## config.mk

```make
export PLATFORM = sky130hd
export DESIGN_NAME = rssd_top
export DESIGN_NICKNAME = d
export VERILOG_FILES = /design/src/rtl/rssd_pkg.sv /design/src/rtl/rssd_imem_if.sv /design/src/rtl/rssd_imem.sv /design/src/rtl/rssd_top.sv
export SDC_FILE = /design/constraint.sdc
export NUM_CORES = 1
export LEC_CHECK = 0
export BUFFER_PORTS_ARGS = -buffer_cell sky130_fd_sc_hd__buf_2
export CAP_MARGIN = 20
export CELL_PAD_IN_SITES_DETAIL_PLACEMENT = 1
export CELL_PAD_IN_SITES_GLOBAL_PLACEMENT = 1
export CORE_ASPECT_RATIO = 1.25
export CORE_UTILIZATION = 40
export DETAILED_ROUTE_END_ITERATION = 16
export GPL_TIMING_DRIVEN = 0
export MAX_ROUTING_LAYER = met4
export PLACE_DENSITY_LB_ADDON = 0.1
export SLEW_MARGIN = 20
export SYNTH_ARGS = -nofsm -noshare
export SYNTH_HDL_FRONTEND = slang
export SYNTH_HIERARCHICAL = 1
export SYNTH_SLANG_ARGS = --single-unit
```

## constraint.sdc

```tcl
create_clock -name mclk -period 4.1 [get_ports mclk]
set_input_delay 0.615 -clock mclk [delete_from_list [all_inputs] [get_ports mclk]]
set_output_delay 0.615 -clock mclk [all_outputs]
set_load 0.02 [all_outputs]
```

## src/rtl/rssd_pkg.sv

```systemverilog
// shared constants and types for the radio strobe sequencer decode block
package rssd_pkg;

	// instruction memory geometry
	localparam int unsigned IMEM_DEPTH = 24;
	localparam int unsigned PC_W       = 5;
	localparam logic [4:0]  PC_LAST    = 5'h17;
	localparam logic [4:0]  PC_FULL    = 5'h18;
	localparam logic [4:0]  PC_RESET   = 5'h00;

	// program opcodes
	localparam logic [7:0] OP_HALT      = 8'hdf;
	localparam logic [7:0] OP_IDLE      = 8'hc0;
	localparam logic [3:0] OP_PROG_HI   = 4'hc;
	// immediate opcodes, taken from the host write port only
	localparam logic [7:0] OP_IMM_HALT  = 8'hff;
	localparam logic [7:0] OP_IMM_RUN   = 8'hfe;
	localparam logic [3:0] OP_IMM_HI    = 4'he;
	localparam logic [3:0] OP_STRB_MIN  = 4'h1;
	localparam logic [3:0] OP_STRB_MAX  = 4'h9;

	// one-hot strobe lanes toward the radio control state machine
	localparam int unsigned NUM_STROBES = 9;
	localparam int unsigned STB_TX_CAL  = 0;
	localparam int unsigned STB_RX_ON   = 1;
	localparam int unsigned STB_TX_ON   = 2;
	localparam int unsigned STB_TX_CCA  = 3;
	localparam int unsigned STB_RF_OFF  = 4;
	localparam int unsigned STB_RX_FLSH = 5;
	localparam int unsigned STB_TX_FLSH = 6;
	localparam int unsigned STB_ACK     = 7;
	localparam int unsigned STB_ACK_PND = 8;

	// branch condition codes and instruction fields
	localparam logic [2:0] CC_CCA   = 3'h0;
	localparam logic [2:0] CC_SFD   = 3'h1;
	localparam logic [2:0] CC_HOST  = 3'h2;
	localparam logic [2:0] CC_END   = 3'h3;
	localparam logic [2:0] CC_X0    = 3'h4;
	localparam logic [2:0] CC_Y0    = 3'h5;
	localparam logic [2:0] CC_Z0    = 3'h6;
	localparam int unsigned NEG_BIT = 3;

	// register map of the plain register port
	localparam logic [3:0] REG_INSTR  = 4'h0;
	localparam logic [3:0] REG_X      = 4'h1;
	localparam logic [3:0] REG_Y      = 4'h2;
	localparam logic [3:0] REG_Z      = 4'h3;
	localparam logic [3:0] REG_CTRL   = 4'h4;
	localparam logic [3:0] REG_STATUS = 4'h5;
	localparam logic [3:0] REG_PC     = 4'h6;
	localparam logic [3:0] REG_WPTR   = 4'h7;
	localparam int unsigned CTRL_HOST_FLAG = 0;
	localparam int unsigned ST_RUNNING     = 0;
	localparam int unsigned ST_STROBE_BUSY = 1;
	localparam int unsigned ST_IMM_PEND    = 2;
	localparam int unsigned ST_MEM_FULL    = 3;

	typedef enum logic [1:0] {
		RSSD_HALT,
		RSSD_FETCH,
		RSSD_DECODE,
		RSSD_WAIT
	} rssd_state_t;

endpackage

```

## src/rtl/rssd_imem_if.sv

```systemverilog
// instruction memory connection between sequencer core and its store
`timescale 1ns/100ps
interface rssd_imem_if;
	logic       we;
	logic [4:0] waddr;
	logic [7:0] wdata;
	logic       clr;
	logic [4:0] raddr;
	logic [7:0] rdata;

	modport ctrl (output we, output waddr, output wdata, output clr, output raddr, input rdata);
	modport mem  (input we, input waddr, input wdata, input clr, input raddr, output rdata);
endinterface

```

## src/rtl/rssd_imem.sv

```systemverilog
// instruction memory: 24 bytes, registered read, single-cycle clear
`timescale 1ns/100ps
module rssd_imem (
	input wire logic   mclk,
	input wire logic   rst,
	rssd_imem_if.mem   port
);

	typedef struct packed {
		logic [rssd_pkg::IMEM_DEPTH-1:0][7:0] word;
		logic [7:0]                           rdata;
	} rssd_imem_st_t;

	rssd_imem_st_t s_q;
	rssd_imem_st_t s_d;

	always_comb begin
		s_d = s_q;
		if (port.raddr < rssd_pkg::PC_FULL) begin
			s_d.rdata = s_q.word[port.raddr];
		end else begin
			s_d.rdata = 8'h00;
		end
		// clear wins over a write in the same cycle
		if (port.clr) begin
			s_d.word = '0;
		end else if (port.we && port.waddr < rssd_pkg::PC_FULL) begin
			s_d.word[port.waddr] = port.wdata;
		end
	end

	always_ff @(posedge mclk) begin
		if (rst) begin
			s_q <= '0;
		end else begin
			s_q <= s_d;
		end
	end

	assign port.rdata = s_q.rdata;

endmodule

```

## src/rtl/rssd_top.sv

```systemverilog
// strobe processor decode: stop, start, idle and radio strobe instructions, branch conditions
//
// The register addresses and strobed register access were decided locally.
`timescale 1ns/100ps

// Summary of operation
// - halt opcode stops, zeroes pc and write pointer, clears memory, label, flags halt
// - idle opcode only advances the program counter by one
// - tx synth calibration opcode strobes radio, stalls until acknowledged; test use
// - rx enable opcode pulses rx enable strobe, holds pc until acknowledged
// - tx enable opcode commands transmit, no advance until acknowledged
// - tx-if-clear transmits only on clear channel; software sets turnaround-off bit
// - radio off opcode disables rx, tx, synthesizer; stalls until acknowledged
// - rx flush opcode empties receive queue, resets demodulator, waits acknowledge
// - tx flush opcode empties transmit queue, waits acknowledge
// - ack frame opcode sends ack with pending cleared, waits acknowledge
// - ack pending opcode sends ack with pending set, waits acknowledge
// - immediate halt stops program, clears memory and label, flags halt
// - immediate run sets pc to zero and starts from first stored instruction
// - immediate tx synth calibration opcode strobes radio for tx calibration, stalls until acknowledged
// - immediate tx opcodes transmit, unconditionally or on clear channel, await ack
// - immediate radio off pulses radio off strobe and awaits acknowledge
// - immediate rx flush empties receive queue; software issues it twice
// - immediate tx flush empties transmit queue, awaits acknowledge
// - immediate ack opcodes send ack frame, pending cleared or set, await ack
// - condition 000 clear channel, 001 frame delimiter, 010 host flag
// - condition 011 true when program counter equals 23
// - conditions 100, 101, 110 test X, Y, Z for zero; 111 unused
// - selected condition is inverted by the instruction's negate bit
module rssd_top (
	input  wire logic       mclk,
	input  wire logic       rst,
	input  wire logic [3:0] reg_addr,
	input  wire logic [7:0] reg_wdata,
	input  wire logic       reg_wr,
	input  wire logic       reg_rd,
	output logic      [7:0] reg_rdata,
	input  wire logic       radio_ack,
	input  wire logic       cca,
	input  wire logic       sfd,
	output logic            tx_synth_cal_strobe_out,
	output logic            rx_enable_strobe_out,
	output logic            tx_enable_strobe_out,
	output logic            tx_if_clear_strobe_out,
	output logic            radio_off_strobe_out,
	output logic            rx_flush_strobe_out,
	output logic            tx_flush_strobe_out,
	output logic            ack_frame_strobe_out,
	output logic            ack_pending_frame_strobe_out,
	output logic            program_halted_flag,
	output logic            label_invalidate,
	output logic            cond_met
);

	typedef struct packed {
		rssd_pkg::rssd_state_t                  state;
		logic [4:0]                             pc;
		logic [4:0]                             wptr;
		logic [rssd_pkg::NUM_STROBES-1:0]       strobe;
		logic                                   imm_pend;
		logic [rssd_pkg::NUM_STROBES-1:0]       imm_strobe;
		logic [7:0]                             x;
		logic [7:0]                             y;
		logic [7:0]                             z;
		logic                                   host_flag;
		logic [7:0]                             rdata;
		logic                                   halted;
		logic                                   label_clr;
		logic                                   cond;
	} rssd_st_t;

	rssd_st_t s_q;
	rssd_st_t s_d;

	rssd_imem_if imem ();

	rssd_imem u_imem (
		.mclk (mclk),
		.rst  (rst),
		.port (imem.mem)
	);

	// one-hot strobe lane for a C1..C9 or E1..E9 opcode, zero for anything else
	function automatic logic [rssd_pkg::NUM_STROBES-1:0] strobe_of(
		input logic [7:0] op,
		input logic [3:0] hi
	);
		logic [rssd_pkg::NUM_STROBES-1:0] r;
		logic [3:0]                       lane;
		r    = '0;
		lane = op[3:0] - rssd_pkg::OP_STRB_MIN;
		if (op[7:4] == hi && op[3:0] >= rssd_pkg::OP_STRB_MIN
				&& op[3:0] <= rssd_pkg::OP_STRB_MAX) begin
			r[lane] = 1'b1;
		end
		return r;
	endfunction

	// the conditional transmit lane is dropped while the channel is busy
	function automatic logic [rssd_pkg::NUM_STROBES-1:0] gate_cca(
		input logic [rssd_pkg::NUM_STROBES-1:0] stb,
		input logic                             clear
	);
		logic [rssd_pkg::NUM_STROBES-1:0] r;
		r = stb;
		if (!clear) begin
			r[rssd_pkg::STB_TX_CCA] = 1'b0;
		end
		return r;
	endfunction

	logic [rssd_pkg::NUM_STROBES-1:0] prog_stb;
	logic [rssd_pkg::NUM_STROBES-1:0] host_stb;
	logic                             host_wr;
	logic                             imm_go;
	logic                             cond_sel;
	logic [7:0]                       instr;
	logic [7:0]                       status;

	assign instr    = imem.rdata;
	assign host_wr  = reg_wr && reg_addr == rssd_pkg::REG_INSTR;
	assign prog_stb = strobe_of(instr, rssd_pkg::OP_PROG_HI);
	assign host_stb = strobe_of(reg_wdata, rssd_pkg::OP_IMM_HI);
	// immediate strobes own the radio handshake ahead of the program
	assign imm_go   = s_q.imm_pend && s_q.strobe == '0;

	assign status = {4'h0,
		s_q.wptr == rssd_pkg::PC_FULL,
		s_q.imm_pend,
		s_q.strobe != '0,
		s_q.state != rssd_pkg::RSSD_HALT};

	always_comb begin
		cond_sel = 1'b0;
		unique case (instr[2:0])
			rssd_pkg::CC_CCA:  cond_sel = cca;
			rssd_pkg::CC_SFD:  cond_sel = sfd;
			rssd_pkg::CC_HOST: cond_sel = s_q.host_flag;
			rssd_pkg::CC_END:  cond_sel = s_q.pc == rssd_pkg::PC_LAST;
			rssd_pkg::CC_X0:   cond_sel = s_q.x == 8'h00;
			rssd_pkg::CC_Y0:   cond_sel = s_q.y == 8'h00;
			rssd_pkg::CC_Z0:   cond_sel = s_q.z == 8'h00;
			default:           cond_sel = 1'b0;
		endcase
	end

	always_comb begin
		s_d           = s_q;
		s_d.halted    = 1'b0;
		s_d.label_clr = 1'b0;
		s_d.rdata     = 8'h00;
		imem.we       = 1'b0;
		imem.waddr    = s_q.wptr;
		imem.wdata    = reg_wdata;
		imem.clr      = 1'b0;
		imem.raddr    = s_q.pc;

		if (s_q.state == rssd_pkg::RSSD_DECODE) begin
			s_d.cond = cond_sel ^ instr[rssd_pkg::NEG_BIT];
		end

		if (s_q.strobe != '0 && radio_ack) begin
			s_d.strobe = '0;
		end
		if (imm_go) begin
			s_d.strobe   = s_q.imm_strobe;
			s_d.imm_pend = 1'b0;
		end

		unique case (s_q.state)
			rssd_pkg::RSSD_HALT: begin
			end
			rssd_pkg::RSSD_FETCH: begin
				// stall while the host has not yet written the next instruction
				if (s_q.pc < s_q.wptr) begin
					s_d.state = rssd_pkg::RSSD_DECODE;
				end
			end
			rssd_pkg::RSSD_DECODE: begin
				if (instr == rssd_pkg::OP_HALT) begin
					s_d.state     = rssd_pkg::RSSD_HALT;
					s_d.pc        = rssd_pkg::PC_RESET;
					s_d.wptr      = rssd_pkg::PC_RESET;
					imem.clr      = 1'b1;
					s_d.label_clr = 1'b1;
					s_d.halted    = 1'b1;
				end else if (instr == rssd_pkg::OP_IDLE) begin
					s_d.pc    = s_q.pc + 5'h01;
					s_d.state = rssd_pkg::RSSD_FETCH;
				end else if (prog_stb != '0) begin
					if (gate_cca(prog_stb, cca) == '0) begin
						s_d.pc    = s_q.pc + 5'h01;
						s_d.state = rssd_pkg::RSSD_FETCH;
					end else if (s_q.strobe == '0 && !s_q.imm_pend) begin
						s_d.strobe = prog_stb;
						s_d.state  = rssd_pkg::RSSD_WAIT;
					end
				end else begin
					// other opcodes belong to the register and branch logic
					s_d.pc    = s_q.pc + 5'h01;
					s_d.state = rssd_pkg::RSSD_FETCH;
				end
			end
			rssd_pkg::RSSD_WAIT: begin
				if (s_q.strobe != '0 && radio_ack) begin
					s_d.pc    = s_q.pc + 5'h01;
					s_d.state = rssd_pkg::RSSD_FETCH;
				end
			end
		endcase

		if (reg_wr) begin
			unique case (reg_addr)
				rssd_pkg::REG_X:    s_d.x = reg_wdata;
				rssd_pkg::REG_Y:    s_d.y = reg_wdata;
				rssd_pkg::REG_Z:    s_d.z = reg_wdata;
				rssd_pkg::REG_CTRL: s_d.host_flag = reg_wdata[rssd_pkg::CTRL_HOST_FLAG];
				default: begin
				end
			endcase
		end

		// immediates are never stored; halt and run act on arrival, strobes queue until no strobe is active
		if (host_wr) begin
			if (reg_wdata == rssd_pkg::OP_IMM_HALT) begin
				s_d.state     = rssd_pkg::RSSD_HALT;
				s_d.pc        = rssd_pkg::PC_RESET;
				s_d.wptr      = rssd_pkg::PC_RESET;
				imem.clr      = 1'b1;
				s_d.label_clr = 1'b1;
				s_d.halted    = 1'b1;
			end else if (reg_wdata == rssd_pkg::OP_IMM_RUN) begin
				s_d.pc    = rssd_pkg::PC_RESET;
				s_d.state = rssd_pkg::RSSD_FETCH;
			end else if (host_stb != '0) begin
				// queue immediate
				// a second immediate while one is pending is dropped
				if (!s_q.imm_pend && gate_cca(host_stb, cca) != '0) begin
					s_d.imm_pend   = 1'b1;
					s_d.imm_strobe = host_stb;
				end
			end else if (s_q.wptr < rssd_pkg::PC_FULL && s_d.state != rssd_pkg::RSSD_HALT
					|| s_q.wptr < rssd_pkg::PC_FULL && !s_d.halted) begin
				imem.we  = 1'b1;
				s_d.wptr = s_q.wptr + 5'h01;
			end
		end

		if (reg_rd) begin
			unique case (reg_addr)
				rssd_pkg::REG_X:      s_d.rdata = s_q.x;
				rssd_pkg::REG_Y:      s_d.rdata = s_q.y;
				rssd_pkg::REG_Z:      s_d.rdata = s_q.z;
				rssd_pkg::REG_CTRL:   s_d.rdata = {7'h00, s_q.host_flag};
				rssd_pkg::REG_STATUS: s_d.rdata = status;
				rssd_pkg::REG_PC:     s_d.rdata = {3'h0, s_q.pc};
				rssd_pkg::REG_WPTR:   s_d.rdata = {3'h0, s_q.wptr};
				default:              s_d.rdata = 8'h00;
			endcase
		end
	end

	always_ff @(posedge mclk) begin
		if (rst) begin
			s_q       <= '0;
			s_q.state <= rssd_pkg::RSSD_HALT;
		end else begin
			s_q <= s_d;
		end
	end

	assign reg_rdata                    = s_q.rdata;
	assign tx_synth_cal_strobe_out      = s_q.strobe[rssd_pkg::STB_TX_CAL];
	assign rx_enable_strobe_out         = s_q.strobe[rssd_pkg::STB_RX_ON];
	assign tx_enable_strobe_out         = s_q.strobe[rssd_pkg::STB_TX_ON];
	assign tx_if_clear_strobe_out       = s_q.strobe[rssd_pkg::STB_TX_CCA];
	assign radio_off_strobe_out         = s_q.strobe[rssd_pkg::STB_RF_OFF];
	assign rx_flush_strobe_out          = s_q.strobe[rssd_pkg::STB_RX_FLSH];
	assign tx_flush_strobe_out          = s_q.strobe[rssd_pkg::STB_TX_FLSH];
	assign ack_frame_strobe_out         = s_q.strobe[rssd_pkg::STB_ACK];
	assign ack_pending_frame_strobe_out = s_q.strobe[rssd_pkg::STB_ACK_PND];
	assign program_halted_flag          = s_q.halted;
	assign label_invalidate             = s_q.label_clr;
	assign cond_met                     = s_q.cond;

endmodule

```

## After elaboration in Yosys (flattened, before gate mapping)

Cells that the tools add are included.

| operators by class | value |
|---|---|
| multiplexer cells | 66 |
| eq/ne operators | 24 |
| divide/modulo/power cells | 0 |
| reductions and logical operators | 39 |
| order comparisons | 14 |
| shift-type cells | 0 |
| $mul | 0 |
| add/sub/neg operators | 4 |
| bitwise operators | 5 |

Operator list:

| operator | number |
|---|---|
| $bwmux 192 | 1 |
| $mux 9 | 8 |
| $mux 10 | 6 |
| $pmux 8 s7 | 1 |
| $bmux 8 s5 | 1 |
| $demux 8 s5 | 1 |
| $reduce_bool 9->1 | 4 |
| $mux 7 | 5 |
| $eq 8x8->1 const B | 4 |
| $mux 5 | 5 |
| $logic_not 8->1 | 3 |
| $mux 12 | 2 |
| $mux 1 | 21 |
| $logic_not 9->1 | 2 |
| $eq 4x3->1 const B | 4 |
| $ge 4x1->1 const B | 4 |
| $mux 8 | 2 |
| $logic_and 1x1->1 | 15 |
| $mux 14 | 1 |
| $mux 2 | 7 |
| $lt 5x6->1 const B | 2 |
| $add 5x1->5 const B | 2 |
| $eq 5x5->1 const B | 2 |
| $lt 4x5->1 const B | 2 |
| 27 further kinds | 47 |

| word-level totals | value |
|---|---|
| RAM bits | 0 |
| bits of input ports | 19 |
| register bits | 267 |
| word-level logic and storage cells | 191 |
| output and inout port bits | 20 |
| ROM bits | 0 |
| memories kept | 0 |
| bits in latches | 0 |

## Depth between registers and ports, before layout

| depth | value |
|---|---|
| depth in word-level cells | 26 |
| gate-level depth with buffers | 14 |
| mapped depth without buffers | 9 |

## Hierarchy

The synthesis kept the hierarchy.

By module, submodules not included:

| module | area each (µm²) | seq. area each (µm²) | times used | cells an instance |
|---|---|---|---|---|
| rssd_imem | 9026.2 | 4003.8 | 1 | 892 |
| rssd_top | 3713.6 | 1321.3 | 1 | 458 |

## Worst setup path after synthesis

Ideal clock, no wire load.

| path | value |
|---|---|
| path type | reg-to-reg |
| start point | reg u_imem.s_q, in the netlist u_imem/port.rdata[3] |
| end point | reg u_imem/s_q[151] (netlist name) |
| setup time | 0.128 ns |
| required time | 3.972 ns |
| setup slack | 1.490 ns |
| period minus slack after synthesis | 2.610 ns |
| buffers on the path | 5 |
| stages on the path, launching flop included | 15 |
| data arrival time | 2.482 ns |
| path through | dfxtp_1 -> buf_4 -> clkbuf_1 -> nand2_1 -> or3_1 -> clkbuf_1 -> or2_2 -> nand3b_1 -> inv_1 -> a21boi_2 -> buf_2 -> nand4b_1 -> buf_2 -> mux2i_1 -> nor2_1 |

| between the ends | value |
|---|---|
| cells in the longest elaborated chain, start to end | 26 |
| elaborated cells between the ends (all ways) | 43 |
| classes of those cells | 1 x add/sub; 4 x order compare; 2 x eq/ne; 24 x mux; 12 x reduce/logical |

RTL lines:

| element | RTL line | source |
|---|---|---|
| start, declared | rssd_imem.sv:14 | `rssd_imem_st_t s_q;` |
| start signal, assigned | rssd_imem.sv:34 | `s_q <= '0;` |
| start signal, assigned | rssd_imem.sv:36 | `s_q <= s_d;` |
| $sub 4x1->4 | rssd_top.sv:91 | `lane = op[3:0] - rssd_pkg::OP_STRB_MIN;` |
| $lt 4x5->1 (implied by the code) or $ge 4x1->1 (tied branches) | rssd_top.sv:94 | `r[lane] = 1'b1;` |
| $logic_and 1x1->1 (implied by the code) | rssd_top.sv:94 |  |
| $mux 1 (implied by the code) | rssd_top.sv:94 |  |
| $demux 1 s4 | rssd_top.sv:94 |  |
| $mux 9 | rssd_top.sv:92 | `if (op[7:4] == hi && op[3:0] >= rssd_pkg::OP_STRB_MIN` |
| $mux 1 | rssd_top.sv:106 | `if (!clear) begin` |
| $mux 1 | rssd_top.sv:190 | `end else if (prog_stb != '0) begin` |
| (+11 left out) | - |  |
| $logic_or 1x1->1 (*) | rssd_top.sv:243 | `\|\| s_q.wptr < rssd_pkg::PC_FULL && !s_d.halted) begin` |
| $mux 1 (*) | rssd_top.sv:242 | `end else if (s_q.wptr < rssd_pkg::PC_FULL && s_d.state != rssd_pkg::RSSD_HALT` |
| $mux 1 (*) | rssd_top.sv:235 | `end else if (host_stb != '0) begin` |
| $mux 1 (*) | rssd_top.sv:232 | `end else if (reg_wdata == rssd_pkg::OP_IMM_RUN) begin` |
| $mux 1 (*) | rssd_top.sv:225 | `if (reg_wdata == rssd_pkg::OP_IMM_HALT) begin` |
| $mux 1 (*) | rssd_top.sv:224 | `if (host_wr) begin` |
| via imem.we | rssd_imem_if.sv:4 | `logic we;` |
| $logic_and 1x1->1 (*) | rssd_imem.sv:27 | `end else if (port.we && port.waddr < rssd_pkg::PC_FULL) begin` |

Mark *: on every way through the listed nets, which the timed path passes. The rest lies on a longest branch. The select of a mux whose other input is x is not followed.
A chain may end at the register's enable or synchronous reset.

## Final worst setup path

| path | value |
|---|---|
| start point | in reg_wdata[2] |
| end point | reg u_imem/s_q[128] (netlist name) |

| between the ends | value |
|---|---|
| elaborated cells between the ends (all ways) | 22 |
| classes of those cells | 1 x add/sub; 4 x order compare; 2 x eq/ne; 9 x mux; 6 x reduce/logical |

RTL lines:

| element | RTL line | source |
|---|---|---|
| start, declared | rssd_top.sv:34 | `input wire logic [7:0] reg_wdata,` |
| $eq 8x8->1 | rssd_top.sv:225 |  |
| $mux 1 | rssd_top.sv:225 |  |
| $mux 1 | rssd_top.sv:224 |  |
| via imem.clr | rssd_imem_if.sv:7 | `logic clr;` |
| $reduce_or 2->1 (no source line) | - |  |

The timed path passes the listed nets, and every way through them passes these cells.

==> impl_metrics.prom <==
# TYPE chip_impl_metric gauge
chip_impl_metric{name="netlist-cell-type-count",unit=""} 64
chip_impl_info{name="critical_path.endpoint_type",value="flop"} 1
chip_impl_metric{name="min_period_over_period",unit="%"} 90.4
chip_impl_metric{name="detail_route.iter0.violations",unit=""} 602
chip_impl_metric{name="final_max_slew_viols",unit=""} 0
chip_impl_metric{name="crit_fanout",unit=""} 10
chip_impl_metric{name="cts_buffer_depth",unit=""} 3
chip_impl_metric{name="max-slew-margin-rel",unit="%"} 35.8
chip_impl_metric{name="boundaryPins",unit=""} 39
chip_impl_info{name="path_cells",value="buf_2 > clkbuf_1 > nand4_1 > nor2_1 > and2_1 > a21o_1 > or2_2 > clkbuf_1 > clkbuf_1 > clkbuf_1 > nor2_1"} 1
chip_impl_info{name="critical_r2r_capture",value="u_imem/s_q[128]$_SDFFE_PP0P_"} 1
chip_impl_metric{name="drive_gt1_share",unit="%"} 12.5
chip_impl_info{name="worstHoldPathType",value="input pin to flop"} 1
chip_impl_metric{name="fin_worst_hold_slack",unit="ps"} 448
chip_impl_metric{name="clock.fmax",unit="MHz"} 270
chip_impl_metric{name="dieWidth",unit="µm"} 162
chip_impl_metric{name="drcViolationCount",unit=""} 0
chip_impl_info{name="cpMostUsedCell",value="clkbuf_1"} 1
chip_impl_metric{name="grt_max_degree",unit=""} 15
chip_impl_metric{name="route.layer.met1.wl",unit="µm"} 18400
chip_impl_metric{name="grt.total_usage",unit="%"} 28.3
chip_impl_metric{name="synth_nets",unit=""} 1378
chip_impl_metric{name="post_synthesis_instance_area",unit="µm²"} 12700
chip_impl_metric{name="finish.instance_area",unit="µm²"} 14500
chip_impl_metric{name="detail_route.wirelength",unit="µm"} 44200
chip_impl_info{name="synth_flop_cell",value="dfxtp_1"} 1
chip_impl_metric{name="crit_path_max_incr_delay",unit="ps"} 680
chip_impl_metric{name="detail_route.first_pass.iterations",unit=""} 5
chip_impl_metric{name="tritoncts.num_buffers",unit=""} 30
chip_impl_metric{name="floorplan.die.height",unit="µm"} 202
chip_impl_info{name="synth_area_leaders",value="dfxtp_1, mux2i_1, nor2_1"} 1
chip_impl_metric{name="floorplan.initialDensity",unit="%"} 40.9
chip_impl_metric{name="post_cts.resized_instances",unit=""} 0
chip_impl_metric{name="multiInputGateArea",unit="µm²"} 6720
chip_impl_metric{name="ys_ff_latch",unit=""} 266
chip_impl_metric{name="clk_latency",unit="ps"} 570
chip_impl_metric{name="post_synthesis_sequential_area_ratio",unit="%"} 41.8
chip_impl_info{name="clock-root-buffer",value="clkbuf_16"} 1
chip_impl_info{name="timing_worst_setup_path_type",value="input pin to flop"} 1
chip_impl_metric{name="async_flop_share",unit="%"} 0
chip_impl_metric{name="first_global_vias",unit=""} 11100
chip_impl_metric{name="global_route_wire_length_before_repair",unit="µm"} 67700
chip_impl_metric{name="cts-hold-fix-buffers",unit=""} 0
chip_impl_metric{name="net_count_of_the_finished_layout",unit=""} 1447
chip_impl_info{name="critPathSlowestCell",value="clkbuf_1"} 1
chip_impl_metric{name="cts_sinks",unit=""} 266
chip_impl_metric{name="clock_tree.htree_level_count",unit=""} 1
chip_impl_info{name="run_status",value="complete, no violations"} 1
chip_impl_metric{name="cts_post_setup_buffers_inserted",unit=""} 0
chip_impl_metric{name="tightestPinTransition",unit="ps"} 954
chip_impl_metric{name="cp_data_required_time",unit="ps"} 4520
chip_impl_metric{name="yosysTopAreaCellShare",unit="%"} 41.8
chip_impl_metric{name="met3_wirelength",unit="µm"} 1290
chip_impl_metric{name="power_density",unit="nW/µm²"} 400
chip_impl_metric{name="arrival_time_at_the_worst_endpoint",unit="ps"} 4130
chip_impl_metric{name="timing.final.setup_violations",unit=""} 0
chip_impl_metric{name="detailed_route_wirelength_on_metal2",unit="µm"} 23200
chip_impl_metric{name="hpwl",unit="µm"} 31400
chip_impl_metric{name="floorplan.die_area",unit="µm²"} 32600
chip_impl_metric{name="placement.io_buffers",unit=""} 37
chip_impl_metric{name="gp_congestion",unit=""} 0.905
chip_impl_metric{name="drv.max_cap_violation_count",unit=""} 0
chip_impl_info{name="rsz0062_at_grt",value="no"} 1
chip_impl_metric{name="netlist_instances",unit=""} 1350
chip_impl_metric{name="insertedDiodeCount",unit=""} 0
chip_impl_info{name="synth_top_area_cell",value="dfxtp_1"} 1
chip_impl_metric{name="placeable_area",unit="µm²"} 31200
chip_impl_info{name="synth_top_cells_by_count",value="mux2i_1, dfxtp_1, nor2_1"} 1
chip_impl_metric{name="register_area",unit="µm²"} 5330
chip_impl_metric{name="num_vias",unit=""} 10400
chip_impl_info{name="worstSetupStartpointType",value="input pin"} 1
chip_impl_info{name="top_layer_used",value="met4"} 1
chip_impl_metric{name="static-leakage-power",unit="nW"} 6.28
chip_impl_metric{name="detailed_place.area",unit="µm²"} 13400
chip_impl_info{name="critPathLaunch",value="reg_wdata[2]"} 1
chip_impl_metric{name="syn_area_per_cell",unit="µm²"} 9.44
chip_impl_metric{name="post_drt_wl_per_cell",unit="µm"} 23.9
chip_impl_info{name="worstSetupEndpoint",value="u_imem/s_q[128]$_SDFFE_PP0P_"} 1
chip_impl_metric{name="yosys_warnings",unit=""} 6
chip_impl_metric{name="area_growth_syn_to_layout",unit="%"} 14.1
chip_impl_metric{name="timing.reg2reg.worst_path_depth",unit=""} 12
chip_impl_metric{name="final_hold_viol_count",unit=""} 0
chip_impl_metric{name="synth_edf_count",unit=""} 0
chip_impl_metric{name="ir_drop",unit="V"} 0.000323
chip_impl_info{name="tritoncts",value="done"} 1
chip_impl_metric{name="vias_per_cell",unit=""} 5.64
chip_impl_metric{name="antenna_found_initial",unit=""} 0
chip_impl_info{name="reg2reg_from",value="u_imem/port.rdata[3]$_SDFF_PP0_"} 1
chip_impl_info{name="dominant_cell_by_count_in_the_synthesized_netlist",value="mux2i_1"} 1
chip_impl_metric{name="grt_overflow",unit=""} 0
chip_impl_metric{name="fp-row-count",unit=""} 72
chip_impl_metric{name="finClkSkew",unit="ps"} 11.9
chip_impl_metric{name="setup.reg_to_reg.worst_slack",unit="ps"} 410
chip_impl_metric{name="fillers",unit=""} 3620
chip_impl_metric{name="clk_pin_slew",unit="ps"} 60
chip_impl_metric{name="period_minus_slack",unit="ps"} 3710
chip_impl_metric{name="final_antenna_net_count",unit=""} 0
state kept, by name, indices dropped and copies added, names as in the netlist:
| signal | count |
|---|---|
| reg_rdata | 8 |
| program_halted_flag | 1 |
| s_q | 37 |
| cond_met | 1 |
| imem.raddr | 5 |
| tx_enable_strobe_out | 1 |
| rx_enable_strobe_out | 1 |
| tx_if_clear_strobe_out | 1 |
| u_imem/port.rdata | 8 |
| tx_synth_cal_strobe_out | 1 |
| tx_flush_strobe_out | 1 |
| ack_frame_strobe_out | 1 |
| radio_off_strobe_out | 1 |
| rx_flush_strobe_out | 1 |
| u_imem/s_q | 192 |
| ack_pending_frame_strobe_out | 1 |
| imem.waddr | 5 |
cell families after synthesis:
kind of cell | count (synthesis) | share of synthesized area (%)
simple gates | 467 | 18.2
mux | 301 | 25.4
fa+ha+maj | 9 | 0.884
compound gates | 157 | 7.99
buf+inv | 146 | 5.44
xor+xnor | 4 | 0.275
flops | 266 | 41.8
layer usage:
metal  global-route usage (%)  vias up
li1                         -     4898
met1                     32.2     5241
met2                     51.9      211
met3                     2.16       75
met4                     9.27        0
met5                        -        -
worst min path at each step:
| stage | endpoint | start | depth (start not counted) | slack, ps |
|---|---|---|---|---|
| global route | reg_rdata[1]$_SDFF_PP0_ | reg_rd | 3 | 470 |
| finish | reg_rdata[4]$_SDFF_PP0_ | reg_rd | 3 | 450 |
| detailed placement | s_q[41]$_SDFFE_PP0P_ | s_q[41]$_SDFFE_PP0P_ | 2 | 450 |
| floorplan | s_q[41]$_SDFFE_PP0P_ | s_q[41]$_SDFFE_PP0P_ | 2 | 430 |
| CTS | s_q[41]$_SDFFE_PP0P_ | s_q[41]$_SDFFE_PP0P_ | 2 | 460 |
| global placement | s_q[36]$_SDFFE_PP0P_ | s_q[36]$_SDFFE_PP0P_ | 2 | 440 |
metrics by stage:
step | worst slack (ps) | util, % | setup TNS [ps] | instances | total power [mW]
2_1_floorplan | 1490 | - | 0 | 1350 | 2.77
3_3_place_gp | -89.4 | 43.1 | -875 | 1794 | 2.88
3_5_place_dp | -152 | 43.1 | -1450 | 1794 | 2.89
4_1_cts | 360 | 46.6 | 0 | 1850 | 5.87
5_1_grt | 154 | 46.6 | 0 | 1850 | 5.99
6_report | 392 | 46.6 | 0 | 1850 | 5.81
worst max-delay path: cells and delay by family:
family / cells / cell delay [ps]
AOI/OAI and AO/OA: 1 / 190
buffers and inverters: 5 / 2180
and+or+nand+nor: 5 / 1110
where the power goes:
group | leakage, nW | switching, mW | internal [mW] | total, mW
Sequential | 2.14 | 0.00830 | 2.59 | 2.60
Combinational | 3.59 | 0.181 | 0.0496 | 0.231
Clock | 0.542 | 1.10 | 1.88 | 2.98
layout make-up:
type / count / area share [%]
inverter: 16 / 0.413
tap: 407 / 3.50
timing repair buffer: 37 / 1.27
clock buffer: 46 / 6.21
sequential: 266 / 36.6
clock inverter: 10 / 1.38
buffer: 130 / 4.36
multi-input combinational: 938 / 46.2
placed cells by master, fill, tap and decap left out, types with 5 or more instances in the layout:
cell type  instances
a211oi_1          19
a21oi_1           48
a22oi_1           26
a31oi_1            8
and4bb_1           6
buf_2             60
buf_4             31
bufinv_16          6
clkbuf_1          80
clkbuf_16         31
clkbuf_8           7
dfxtp_1          266
ha_1               9
inv_1             16
mux2_2             7
mux2i_1          277
mux4_2            17
nand2_1           35
nand3_1           39
nand3b_1           8
nand4_2            6
nand4b_1          16
nor2_1           264
nor2b_1           20
nor3_1            13
nor3b_1           18
nor4_1             9
o21ai_0           22
or3_1              5
No activity file was read; power rests on OpenSTA's default activity.
